===== src/design/instruction_word_decoder_regs.svh =====
`ifndef INSTRUCTION_WORD_DECODER_REGS_SVH
`define INSTRUCTION_WORD_DECODER_REGS_SVH

// word layout
`define IWD_WORD_W        14
`define IWD_CLASS_HI      13
`define IWD_CLASS_LO      12
`define IWD_REG_HI        6
`define IWD_REG_LO        0
`define IWD_DEST_BIT      7
`define IWD_BITPOS_HI     9
`define IWD_BITPOS_LO     7
`define IWD_BITOP_HI      11
`define IWD_BITOP_LO      10
`define IWD_LIT8_HI       7
`define IWD_LIT11_HI      10
`define IWD_GOTO_BIT      11
`define IWD_BYTEOP_HI     11
`define IWD_BYTEOP_LO     8
`define IWD_LITOP_HI      11
`define IWD_LITOP_LO      8

// class codes in bits 13:12
`define IWD_CLS_BYTE      2'h0
`define IWD_CLS_BIT       2'h1
`define IWD_CLS_JUMP      2'h2
`define IWD_CLS_LIT       2'h3

// sub-opcodes
`define IWD_OP_DEC_SKIP   4'hB
`define IWD_OP_INC_SKIP   4'hF
`define IWD_OP_TEST_CLR   2'h2
`define IWD_OP_TEST_SET   2'h3
`define IWD_OP_BIT_CLR    2'h0
`define IWD_OP_BIT_SET    2'h1
`define IWD_LOP_RET_LIT   2'h1
`define IWD_WORD_SUB_RET  14'h0008
`define IWD_WORD_INT_RET  14'h0009
`define IWD_IDLE_MASK     14'h3F9F
`define IWD_IDLE_VALUE    14'h0000

// special registers
`define IWD_REG_PC_LOW    7'h02
`define IWD_REG_FLAGS     7'h03
`define IWD_REG_LAST      7'h7F

// timing
`define IWD_OSC_PER_CYCLE 4
`define IWD_PHASE_W       2

`endif


===== src/design/instruction_word_decoder_pkg.sv =====
package instruction_word_decoder_pkg;

  typedef enum logic [1:0] {
    CLASS_BYTE = 2'h0,
    CLASS_BIT  = 2'h1,
    CLASS_LIT  = 2'h2
  } instr_class_e;

  typedef struct packed {
    instr_class_e class_sel;
    logic [6:0]   reg_loc;
    logic         to_register;
    logic [2:0]   bit_pos;
    logic [10:0]  literal;
    logic         literal_long;
    logic         is_idle_cycle;
    logic         bit_rmw;
    logic         bit_value;
    logic         bit_test;
    logic         flags_override;
    logic         pcl_write;
    logic         pc_change;
  } decoded_s;

  typedef enum logic [3:0] {
    PH_Q1 = 4'h1,
    PH_Q2 = 4'h2,
    PH_Q3 = 4'h4,
    PH_Q4 = 4'h8
  } phase_e;

endpackage : instruction_word_decoder_pkg


===== src/design/instr_field_split.sv =====
`timescale 1ns/10ps
`include "instruction_word_decoder_regs.svh"

module instr_field_split
  import instruction_word_decoder_pkg::*;
(
  input  wire logic [`IWD_WORD_W-1:0]   word_in,
  output instruction_word_decoder_pkg::decoded_s fields_out
);

  wire logic [1:0] cls      = word_in[`IWD_CLASS_HI:`IWD_CLASS_LO];
  wire logic [3:0] byte_op  = word_in[`IWD_BYTEOP_HI:`IWD_BYTEOP_LO];
  wire logic [1:0] bit_op   = word_in[`IWD_BITOP_HI:`IWD_BITOP_LO];
  wire logic [1:0] lit_top  = word_in[`IWD_LITOP_HI:`IWD_LITOP_HI-1];
  wire logic       is_byte  = (cls == `IWD_CLS_BYTE);
  wire logic       is_bit   = (cls == `IWD_CLS_BIT);
  wire logic       is_jump  = (cls == `IWD_CLS_JUMP);
  wire logic       is_lit   = (cls == `IWD_CLS_LIT);
  wire logic [6:0] reg_loc  = word_in[`IWD_REG_HI:`IWD_REG_LO];
  wire logic       to_reg   = word_in[`IWD_DEST_BIT];
  wire logic       writes_f = (is_byte && to_reg && byte_op != 4'h0)
                           || (is_byte && byte_op == 4'h0 && to_reg)
                           || (is_bit && !bit_op[1]);
  // idle word ignores its don't-care bits
  wire logic       idle     = ((word_in & `IWD_IDLE_MASK) == `IWD_IDLE_VALUE);
  wire logic       ret_word = (word_in == `IWD_WORD_SUB_RET)
                           || (word_in == `IWD_WORD_INT_RET);
  wire logic       ret_lit  = is_lit && (lit_top == `IWD_LOP_RET_LIT);

  assign fields_out.class_sel      = is_byte ? CLASS_BYTE :
                                     is_bit  ? CLASS_BIT  : CLASS_LIT;
  assign fields_out.reg_loc        = (is_byte || is_bit) ? reg_loc : 7'h00;
  assign fields_out.to_register    = is_byte && to_reg;
  assign fields_out.bit_pos        = is_bit ? word_in[`IWD_BITPOS_HI:`IWD_BITPOS_LO] : 3'h0;
  // eleven-bit target for jumps, eight-bit constant for literal ops, zero otherwise
  assign fields_out.literal        = is_jump ? word_in[`IWD_LIT11_HI:0] :
                                     is_lit  ? {3'h0, word_in[`IWD_LIT8_HI:0]} : 11'h000;
  assign fields_out.literal_long   = is_jump;
  assign fields_out.is_idle_cycle  = idle;
  assign fields_out.bit_rmw        = is_bit && !bit_op[1];
  assign fields_out.bit_value      = is_bit && (bit_op == `IWD_OP_BIT_SET);
  assign fields_out.bit_test       = is_bit && bit_op[1];
  assign fields_out.flags_override = writes_f && (reg_loc == `IWD_REG_FLAGS);
  assign fields_out.pcl_write      = writes_f && (reg_loc == `IWD_REG_PC_LOW);
  assign fields_out.pc_change      = is_jump || ret_word || ret_lit;

endmodule : instr_field_split


===== src/design/instruction_word_decoder.sv =====
// How it works
// - take 14-bit words, split into opcode and operand fields
// - sort each word into byte, bit or literal/control class
// - byte ops take operand register from the location field
// - destination bit clear sends result to accumulator, set to register
// - register location is seven bits, 0x00 to 0x7F
// - bit ops select one of eight bits in the named register
// - literal ops carry an eight or eleven bit constant
// - don't-care bits are ignored whatever their value
// - ordinary instructions finish in one instruction cycle
// - true bit test or pc change takes two cycles, second idles
// - one instruction cycle is four oscillator periods
// - flag results override written zero, carry and digit_carry_flag bits
// - bit set and clear are read-modify-write of whole byte
// - program_counter_low write loads high byte from pc_high_holding_latch
`timescale 1ns/10ps
`include "instruction_word_decoder_regs.svh"

module instruction_word_decoder
  import instruction_word_decoder_pkg::*;
(
  input  wire logic                          ref_clk_in,
  input  wire logic                          rst_n_in,
  input  wire logic [`IWD_WORD_W-1:0]        word_in,
  input  wire logic                          word_valid_in,
  input  wire logic                          test_true_in,
  output instruction_word_decoder_pkg::decoded_s decoded_out,
  output logic                               decoded_valid_out,
  output logic                               cycle_start_out,
  output logic                               cycle_end_out,
  output logic                               flush_out,
  output logic                               second_cycle_out,
  output logic [1:0]                         phase_out
);

  decoded_s fields;
  phase_e   phase_q;
  phase_e   phase_d;
  decoded_s dec_q;
  logic     valid_q;
  logic     flush_q;
  logic     second_q;
  logic     start_q;
  logic     end_q;
  logic [1:0] phase_idx_q;

  instr_field_split u_split (
    .word_in    (word_in),
    .fields_out (fields)
  );

  // four oscillator periods per instruction cycle
  always_comb begin
    case (phase_q)
      PH_Q1:   phase_d = PH_Q2;
      PH_Q2:   phase_d = PH_Q3;
      PH_Q3:   phase_d = PH_Q4;
      PH_Q4:   phase_d = PH_Q1;
      default: phase_d = PH_Q1;
    endcase
  end

  wire logic at_q1      = (phase_q == PH_Q1);
  wire logic at_q4      = (phase_q == PH_Q4);
  wire logic load_word  = at_q1 && word_valid_in;
  // skip taken when the datapath reports the test true at the Q4 edge of the cycle
  wire logic skip_taken = dec_q.bit_test && test_true_in;
  wire logic two_cycle  = valid_q && !second_q
                       && (dec_q.pc_change || dec_q.pcl_write || skip_taken);
  wire logic [1:0] phase_idx_d = (phase_q == PH_Q1) ? 2'h0 :
                                 (phase_q == PH_Q2) ? 2'h1 :
                                 (phase_q == PH_Q3) ? 2'h2 : 2'h3;

  always_ff @(posedge ref_clk_in or negedge rst_n_in) begin
    if (!rst_n_in) begin
      phase_q     <= PH_Q1;
      phase_idx_q <= 2'h0;
      start_q     <= 1'b0;
      end_q       <= 1'b0;
    end else begin
      phase_q     <= phase_d;
      phase_idx_q <= phase_idx_d;
      start_q     <= at_q1;
      end_q       <= at_q4;
    end
  end

  always_ff @(posedge ref_clk_in or negedge rst_n_in) begin
    if (!rst_n_in) begin
      dec_q   <= '0;
      valid_q <= 1'b0;
    end else if (load_word) begin
      dec_q   <= fields;
      valid_q <= 1'b1;
    end else if (at_q1) begin
      valid_q <= 1'b0;
    end
  end

  // flush the prefetched word so the second cycle idles
  // second mark follows the flushed word into its own cycle
  always_ff @(posedge ref_clk_in or negedge rst_n_in) begin
    if (!rst_n_in) begin
      flush_q  <= 1'b0;
      second_q <= 1'b0;
    end else if (at_q4) begin
      flush_q  <= two_cycle;
    end else if (at_q1) begin
      second_q <= flush_q;
    end
  end

  // during the flushed cycle decoded_valid_out is low while decoded_out keeps the flushed word's fields
  always_ff @(posedge ref_clk_in or negedge rst_n_in) begin
    if (!rst_n_in) begin
      decoded_out       <= '0;
      decoded_valid_out <= 1'b0;
    end else begin
      decoded_out       <= dec_q;
      decoded_valid_out <= valid_q && !second_q;
    end
  end

  always_ff @(posedge ref_clk_in or negedge rst_n_in) begin
    if (!rst_n_in) begin
      flush_out        <= 1'b0;
      second_cycle_out <= 1'b0;
      cycle_start_out  <= 1'b0;
      cycle_end_out    <= 1'b0;
      phase_out        <= 2'h0;
    end else begin
      flush_out        <= flush_q;
      second_cycle_out <= second_q;
      cycle_start_out  <= start_q;
      cycle_end_out    <= end_q;
      phase_out        <= phase_idx_q;
    end
  end

endmodule : instruction_word_decoder


===== config.mk =====
export PLATFORM = sky130hd
export DESIGN_NAME = instruction_word_decoder
export DESIGN_NICKNAME = d
export VERILOG_FILES = /design/src/design/instruction_word_decoder_pkg.sv /design/src/design/instr_field_split.sv /design/src/design/instruction_word_decoder.sv
export VERILOG_INCLUDE_DIRS = /design/src /design/src/design
export SDC_FILE = /design/constraint.sdc
export NUM_CORES = 1
export LEC_CHECK = 0
export BUFFER_PORTS_ARGS = -buffer_cell sky130_fd_sc_hd__buf_2
export CAP_MARGIN = 30
export CORE_ASPECT_RATIO = 1.2
export CORE_MARGIN = 1.5
export CORE_UTILIZATION = 57
export DETAILED_ROUTE_END_ITERATION = 8
export PLACE_DENSITY = 0.82
export SLEW_MARGIN = 20
export SYNTH_ARGS = -nofsm -noshare
export SYNTH_HDL_FRONTEND = slang
export SYNTH_SLANG_ARGS = --single-unit

===== constraint.sdc =====
create_clock -name ref_clk_in -period 3.2 [get_ports ref_clk_in]
set_input_delay 0.64 -clock ref_clk_in [delete_from_list [all_inputs] [get_ports ref_clk_in]]
set_output_delay 0.64 -clock ref_clk_in [all_outputs]
set_load 0.05 [all_outputs]

==> run_results.csv, run 1 <==
group,metric,value,unit
route,drt_first_pass_iters,6,
yosys,syn_inst,210,
route,final_antenna_net_count,0,
critical_path,cp_max_fo,29,
clock_tree,cts_hold_buf,0,
timing,final_max_slew_viol_count,0,
yosys,yosysMostFrequentCell,"dfrtp_1",
layout,nFillCells,336,
yosys,synth-edff-count,0,
critical_path,cp.required,3440,ps
floorplanning,die_h,79.7,um
route,wl,5120,um
clock_tree,path_clk_slew,80,ps
floorplanning,core_area,4660,um2
yosys,yosysSeqAreaShare,73.5,%
placement,place.gp.congestion,0.791,
yosys,ys_types,33,
clock_tree,clkSinkCount,82,
yosys,yosysTopAreaCell,"dfrtp_1",
critical_path,cp.arrival,2280,ps
timing,setup_tns,0,ps
timing,period_share,63.7,%
power_and_ir_drop,power.density,610,nW/um2
timing,layout_min_cycle_time,2040,ps
floorplanning,io_pins,57,
clock_tree,cts_buffer_depth,2,
layout,nNetsFinal,287,
critical_path,endpoint_kind,"flop",
timing,slew_headroom,60.9,%
yosys,syn-cell-area,2790,um2
timing,setup_violations,0,
job,drv_cap,0,
clock_tree,cts_tree,"built",
timing,hold_viol,0,
yosys,synthTopCellsByArea,"dfrtp_1 73%, o21ai_1 6.1%, nand2_1 3.0%",
route,drt_iter0_drc,178,
layout,syn2layout_area_growth,18.0,%
global_route,gr-total-overflow,0,
power_and_ir_drop,power_leakage,1.64,nW
yosys,synth.top_cells.by_count,"81 x dfrtp_1, 34 x o21ai_1, 22 x nand2_1",
power_and_ir_drop,peakVddDrop,0.000411,V
clock_tree,post-cts-setup-buffers,0,
yosys,ys_ff_latch,82,
timing,max_freq,491,MHz
layout,seqCellArea,2050,um2
global_route,grt_max_degree,83,
timing,worstMarginPinSlew,578,ps
layout,drive_above_1_share,29.2,%
worst_hold_path,hold_class,"in -> async",
global_route,grt_pass1_vias,1737,
yosys,yosys_warnings,0,
layout,multi_input_area,662,um2
clock_tree,clk_latency,350,ps
yosys,synth.top_cell.area_share,72.5,%
route,vias_per_cell,5.48,
floorplanning,die_w,66.9,um
yosys,synthFlopType,"dfrtp_1",
placement,dp_hpwl,3350,um
global_route,grt_use_total,22.0,%
layout,final_cell_area,3300,um2
placement,numPortBuffers,56,
yosys,avgSynthCellArea,13.3,um2
timing,finalClockSkew,7.96,ps
yosys,async_flop_share,100,%
floorplanning,initial_core_util,59.9,%
run_status,status,"finished, final reports clean",
clock_tree,clockRootBuffer,"clkbuf_8",
route,drc,0,
route,routedWlPerCell,15.4,um
layout,antenna_cells,0,
placement,placed_area,3090,um2
timing,rsz0062_at_grt,"false",
clock_tree,cts_buffers,9,
route,dr_total_vias,1818,
global_route,grt_pass1_wl,8350,um
floorplanning,placementRows,27,
critical_path,worstSetupPathType,"reg -> reg",
critical_path,crit_path_start_kind,"flop",
floorplanning,die-area,5330,um2
yosys,syn-num-nets,228,
clock_tree,ctsResizeCount,0,
global_route,antenna_found_initial,0,
clock_tree,cts_htree_levels,3,
[final timing paths]
kind | slack (ps) | to | from | depth (start not counted)
worst max-delay path | 1160 | dec_q[31] | phase_q[0] | 4
worst min-delay path | 150 | decoded_out[7] | rst_n_in | 1
worst max register to register | 1160 | dec_q[31] | phase_q[0] | 4
worst min register to register | 350 | phase_out[0] | phase_idx_q[0] | 0
max in group asynchronous | 2440 | phase_q[0] | rst_n_in | 2
min in group ref_clk_in | 350 | phase_out[0] | phase_idx_q[0] | 0
[stage by stage]
stage | utilization, % | hold slack (ps) | setup WS (ps) | total power, mW | instances
final | 70.7 | 149 | 1160 | 2.01 | 332
after detailed placement | 66.3 | 342 | 1160 | 1.37 | 315
after CTS | 70.1 | 348 | 1160 | 2.02 | 331
after floorplan | - | 331 | 1510 | 1.29 | 210
after global placement | 66.3 | 334 | 1210 | 1.37 | 315
after global routing | 70.7 | 157 | 1080 | 2.09 | 332
[area by class of cell]
type	count	share of cell area [%]
clock buffer	9	3.76
clock inverter	7	1.67
inverter	5	0.607
multi-input combinational	114	20.1
sequential	82	62.3
tap	58	2.20
timing repair buffer	57	9.41
[flip-flops by register name, summed over array words and instances (netlist names)]
name / flops
phase_q: 4
second_q: 1
flush_out: 1
end_q: 1
cycle_start_out: 1
second_cycle_out: 1
flush_q: 1
dec_q: 32
phase_out: 2
cycle_end_out: 1
start_q: 1
phase_idx_q: 2
valid_q: 1
decoded_out: 32
decoded_valid_out: 1
[report_power, final]
part           internal, mW  switching, mW  leakage (nW)
Sequential             1.09         0.0225          1.07
Clock                 0.286          0.370        0.0858
Combinational        0.0563          0.185         0.484
Total                  1.44          0.577          1.64
[routing by layer]
| layer | global-route usage [%] | share of wire, % | up-vias |
|---|---|---|---|
| met4 | 12.7 | 2.0 | 0 |
| met1 | 27.5 | 40 | 894 |
| met5 | 0 | 0 | - |
| met2 | 34.3 | 51 | 69 |
| li1 | - | - | 843 |
| met3 | 6.21 | 7.3 | 12 |
[cell usage in the layout (no fill, tap or decap), types with 2 or more instances in the layout]
master / Yosys / layout
o21ai_1: 34 / 34
o21ai_0: 14 / 14
nor4_1: 3 / 3
clkinv_2: 1 / 2
nand2_1: 22 / 22
clkinvlp_4: 0 / 2
nor3_1: 3 / 3
buf_2: 2 / 55
nor2b_1: 5 / 5
inv_1: 3 / 3
clkbuf_8: 0 / 9
nor2_1: 4 / 4
nor4b_1: 3 / 3
dfrtp_1: 81 / 81
o2bb2ai_1: 2 / 2
mux2_1: 4 / 4
clkinv_4: 0 / 3
nand2b_1: 6 / 6
[cell families after synthesis]
group	after synthesis	share of synthesized area [%]
flops	82	73.5
compound gates	57	11.1
simple gates	52	10.4
buf+inv	14	2.82
mux	5	2.15
[worst max-delay path: stages (launching register included)]
cell,delay (ps)
dfstp_2,560
or4b_4,660
clkinv_2,180
nand2_4,190
mux2_4,340
Note: power is estimated with default switching activity, not from simulation.
==> inputs of run 2 (changes only) <==
Settings changed: CORE_UTILIZATION 57 to 53, PLACE_DENSITY 0.82 to 0.77.
Clock period 3.2 ns to 2 ns, I/O delays scaled along.
==> run_results.csv, run 2 (same netlist as run 1, synthesis figures left out) <==
group,metric,value,unit
route,routedWlPerCell,15.4,um
timing,hold_viol,0,
route,drt_iter0_drc,110,
floorplanning,io_pins,57,
critical_path,cp.required,2270,ps
layout,final_common_cell,"dfrtp_1",
clock_tree,cts_tree,"built",
timing,rsz0062_at_grt,"false",
clock_tree,clockRootBuffer,"clkbuf_8",
placement,place.gp.congestion,0.782,
floorplanning,core_area,5010,um2
clock_tree,ctsResizeCount,0,
clock_tree,post-cts-setup-buffers,0,
global_route,grt_use_total,20.2,%
floorplanning,die_w,69.3,um
critical_path,endpoint_kind,"flop",
job,drv_cap,0,
worst_hold_path,hold_class,"in -> reg",
route,wl,5230,um
clock_tree,cts_buffer_depth,2,
route,drt_first_pass_iters,4,
route,final_antenna_net_count,0,
clock_tree,cts_buffers,9,
placement,dp_cells,322,
timing,worstMarginPinSlew,639,ps
timing,setup_tns,0,ps
layout,nNetsFinal,292,
floorplanning,initial_core_util,55.8,%
layout,reg.largest.list,"dec_q (32), decoded_out (32), phase_q (4)",
critical_path,worstSetupPathType,"reg -> reg",
timing,period_share,96.2,%
layout,final_core_util,67.0,%
timing,final_max_slew_viol_count,0,
run_status,status,"finished, final reports clean",
floorplanning,die-area,5720,um2
route,dr_total_vias,1825,
global_route,grt_pass1_wl,8630,um
clock_tree,path_clk_slew,80,ps
layout,antenna_cells,0,
layout,drive_above_1_share,30.1,%
power_and_ir_drop,peakVddDrop,0.000573,V
layout,syn2layout_area_growth,20.1,%
global_route,grt_pass1_vias,1770,
timing,max_freq,520,MHz
placement,numPortBuffers,56,
clock_tree,clkSinkCount,82,
placement,placed_area,3140,um2
layout,nFillCells,379,
floorplanning,die_h,82.5,um
timing,layout_min_cycle_time,1920,ps
floorplanning,placementRows,28,
route,vias_per_cell,5.38,
timing,finalClockSkew,7.34,ps
global_route,grt_max_degree,44,
layout,final_cell_mix,"81 x dfrtp_1, 55 x buf_2, 34 x o21ai_1",
timing,slew_headroom,56.8,%
clock_tree,clk_latency,360,ps
timing,setup_violations,0,
layout,fin_cells,339,
critical_path,crit_path_start_kind,"flop",
global_route,antenna_found_initial,0,
global_route,gr-total-overflow,0,
route,drc,0,
power_and_ir_drop,power_leakage,1.66,nW
power_and_ir_drop,power.density,1000,nW/um2
clock_tree,cts_htree_levels,3,
placement,dp_hpwl,3690,um
layout,final_cell_area,3360,um2
critical_path,cp.arrival,2190,ps
critical_path,cp_max_fo,16,
-- run 2: cell count changes in the layout (fill, tap and decap cells not counted), sizes merged --
cell,before,now
buf,57,61
clkinvlp,2,3
bufinv,0,1
dlygate4sd3,0,1
clkinv,5,3
-- run 2: worst max-delay path, cell delays in order (launching register included) --
cell and delay, ps:
dfstp_2 560, or4b_4 580, clkinv_2 170, nand2_4 150, buf_4 210, o21ai_0 170
-- run 2: what timing repair did --
action	CTS	global route
setup endpoints to repair	0	0
hold endpoints to repair	24	0
hold buffers	1	0
-- run 2: routing by layer --
metal / up-vias / track usage (%) / share of wire, %
met1: 913 / 25.4 / 42
met4: 0 / 12.2 / 2.8
met2: 56 / 32.6 / 51
li1: 843 / - / -
met5: - / 0 / 0
met3: 13 / 4.49 / 4.5
-- run 2: final cells by class --
class,count,area [um2],area share (%)
repair buffers,62,343,10.2
inverters,5,20.0,0.597
flip-flops and latches,82,2050,61.2
well taps,60,75.1,2.24
clock buffers,9,124,3.69
multi-input cells,114,662,19.7
clock inverters,7,78.8,2.35
-- run 2: power by group --
group          total (mW)  switching, mW  internal [mW]
combinational       0.390          0.296         0.0936
sequential           1.79         0.0372           1.75
clock                1.18          0.600          0.583
total                3.36          0.933           2.43
-- run 2: worst paths after layout --
path                                 from         endpoint  slack, ps  cells after the start
max                            phase_q[0]        dec_q[10]         80                      5
min                            word_in[8]        dec_q[16]        300                      3
max reg2reg                    phase_q[0]        dec_q[10]         80                      5
min reg2reg                phase_idx_q[1]     phase_out[1]        350                      0
max in group asynchronous        rst_n_in  decoded_out[28]        990                      3
min in group asynchronous        rst_n_in        dec_q[30]        490                      2
-- run 2: per-stage QoR --
stage               hold WS (ps)  power [mW]  setup slack [ps]
CTS                          292        3.39              71.9
detailed placement           330        2.21              92.8
global placement             326        2.20               182
global route                 308        3.49             0.653
finish                       302        3.36              75.7
floorplan                    104        2.07               306
==> inputs of run 3 (changes only) <==
Settings changed: CORE_MARGIN 1.5 to default, SKIP_LAST_GASP from default to 1.
==> run_results.csv, run 3 (same netlist as run 1, synthesis figures left out) <==
group,metric,value,unit
floorplanning,die_h,81.5,um
layout,nFillCells,364,
global_route,grt_max_degree,45,
route,wl,5260,um
global_route,grt_pass1_vias,1793,
global_route,antenna_found_initial,0,
clock_tree,clockRootBuffer,"clkbuf_8",
timing,setup_violations,0,
layout,final_core_util,67.5,%
placement,numPortBuffers,56,
route,dr_total_vias,1851,
clock_tree,cts_hold_buf,0,
floorplanning,io_pins,57,
job,drv_cap,0,
floorplanning,die_w,68.3,um
critical_path,crit_chain,"or4b_4 > clkinv_2 > nand2_4 > buf_4 > o21ai_0",
worst_hold_path,hold_class,"in -> async",
clock_tree,post-cts-setup-buffers,0,
clock_tree,clk_latency,340,ps
timing,layout_min_cycle_time,1870,ps
floorplanning,die-area,5570,um2
power_and_ir_drop,peakVddDrop,0.000641,V
layout,nNetsFinal,291,
floorplanning,core_area,5010,um2
clock_tree,cts_buffer_depth,2,
route,final_antenna_net_count,0,
floorplanning,initial_core_util,55.8,%
run_status,status,"finished, final reports clean",
critical_path,slowest_delay,560,ps
layout,drive_above_1_share,30.2,%
timing,final_max_slew_viol_count,0,
timing,period_share,93.3,%
power_and_ir_drop,power.density,1040,nW/um2
placement,pre_cts_slack,150,ps
critical_path,cp_max_fo,15,
timing,timing.final.ws_setup,134,ps
power_and_ir_drop,power_leakage,1.68,nW
placement,place.gp.congestion,0.814,
layout,final_cell_mix,"81 x dfrtp_1, 55 x buf_2, 34 x o21ai_1",
critical_path,critPathBufInv,2,
timing,setup_tns,0,ps
critical_path,path_delay_family,"simple AND/OR/NAND/NOR gates",
critical_path,cp.required,2260,ps
clock_tree,cts_tree,"built",
route,routedWlPerCell,15.6,um
layout,antenna_cells,0,
timing,finalClockSkew,5.15,ps
clock_tree,clkSinkCount,82,
global_route,gr-total-overflow,0,
critical_path,crit_path_start_kind,"flop",
placement,dp_hpwl,3650,um
critical_path,worstSetupPathType,"reg -> reg",
critical_path,endpoint_kind,"flop",
layout,reg.largest.list,"dec_q (32), decoded_out (32), phase_q (4)",
clock_tree,path_clk_slew,80,ps
critical_path,crit_path_top_delay_cell,"dfstp_2",
route,drt_first_pass_iters,4,
critical_path,ff2ff_setup_slack,130,ps
timing,max_freq,536,MHz
clock_tree,cts_htree_levels,3,
layout,multi_input_area,662,um2
route,drc,0,
floorplanning,placementRows,28,
timing,slew_headroom,58.4,%
timing,worstMarginPinSlew,616,ps
layout,final_common_cell,"dfrtp_1",
layout,syn2layout_area_growth,21.0,%
timing,rsz0062_at_grt,"false",
layout,seqCellArea,2050,um2
global_route,grt_use_total,22.0,%
clock_tree,cts_buffers,9,
timing,hold_viol,0,
global_route,grt_pass1_wl,8470,um
route,vias_per_cell,5.48,
clock_tree,ctsResizeCount,0,
route,drt_iter0_drc,191,
critical_path,cp.arrival,2130,ps
[run 3: cell types whose count changed in the layout (fill, tap and decap cells not counted), sizes merged]
cell and change:
clkinv -1, clkbuf +2, clkinvlp -2, dlygate4sd3 -1, bufinv +1
[run 3: worst reg2reg max path, cell delays in order, from the launching register on]
cell,delay [ps]
dfstp_2,560
or4b_4,560
clkinv_2,160
nand2_4,130
buf_4,220
o21ai_0,170
[run 3: metal layers]
metal / vias to the layer above / share of wire [%] / track usage, %
li1: 849 / - / -
met1: 920 / 40 / 27.7
met2: 70 / 52 / 34.9
met3: 12 / 5.7 / 4.44
met4: 0 / 2.2 / 12.5
met5: - / 0 / 0
[run 3: cell type report]
class                      instances  share of cell area (%)
clock inverter                     5                    2.52
inverter                           5                   0.592
timing repair buffer              61                    9.85
multi-input combinational        114                    19.6
clock buffer                      11                    4.48
sequential                        82                    60.8
tap                               60                    2.22
[run 3: power by group]
part / leakage (nW) / internal, mW / switching [mW]
clock network: 0.116 / 0.777 / 0.566
logic: 0.500 / 0.0923 / 0.297
registers: 1.07 / 1.75 / 0.0355
[run 3: worst paths after layout]
path                                 start              end  cells past startpoint
worst max-delay path            phase_q[0]        dec_q[10]                      5
worst max register to register  phase_q[0]        dec_q[10]                      5
worst min-delay path              rst_n_in  decoded_out[13]                      1
worst min register to register       end_q    cycle_end_out                      0
min in group ref_clk_in         word_in[8]        dec_q[16]                      3
max in group asynchronous         rst_n_in        dec_q[25]                      2
[run 3: metrics by stage]
step / hold slack, ps / instances / instance area [um2] / power (mW)
2_1_floorplan: 104 / 210 / 2790 / 2.07
3_3_place_gp: 333 / 322 / 3140 / 2.20
3_5_place_dp: 336 / 322 / 3140 / 2.21
4_1_cts: 50.4 / 338 / 3380 / 3.55
5_1_grt: 66.2 / 338 / 3380 / 3.65
6_report: 35.7 / 338 / 3380 / 3.52
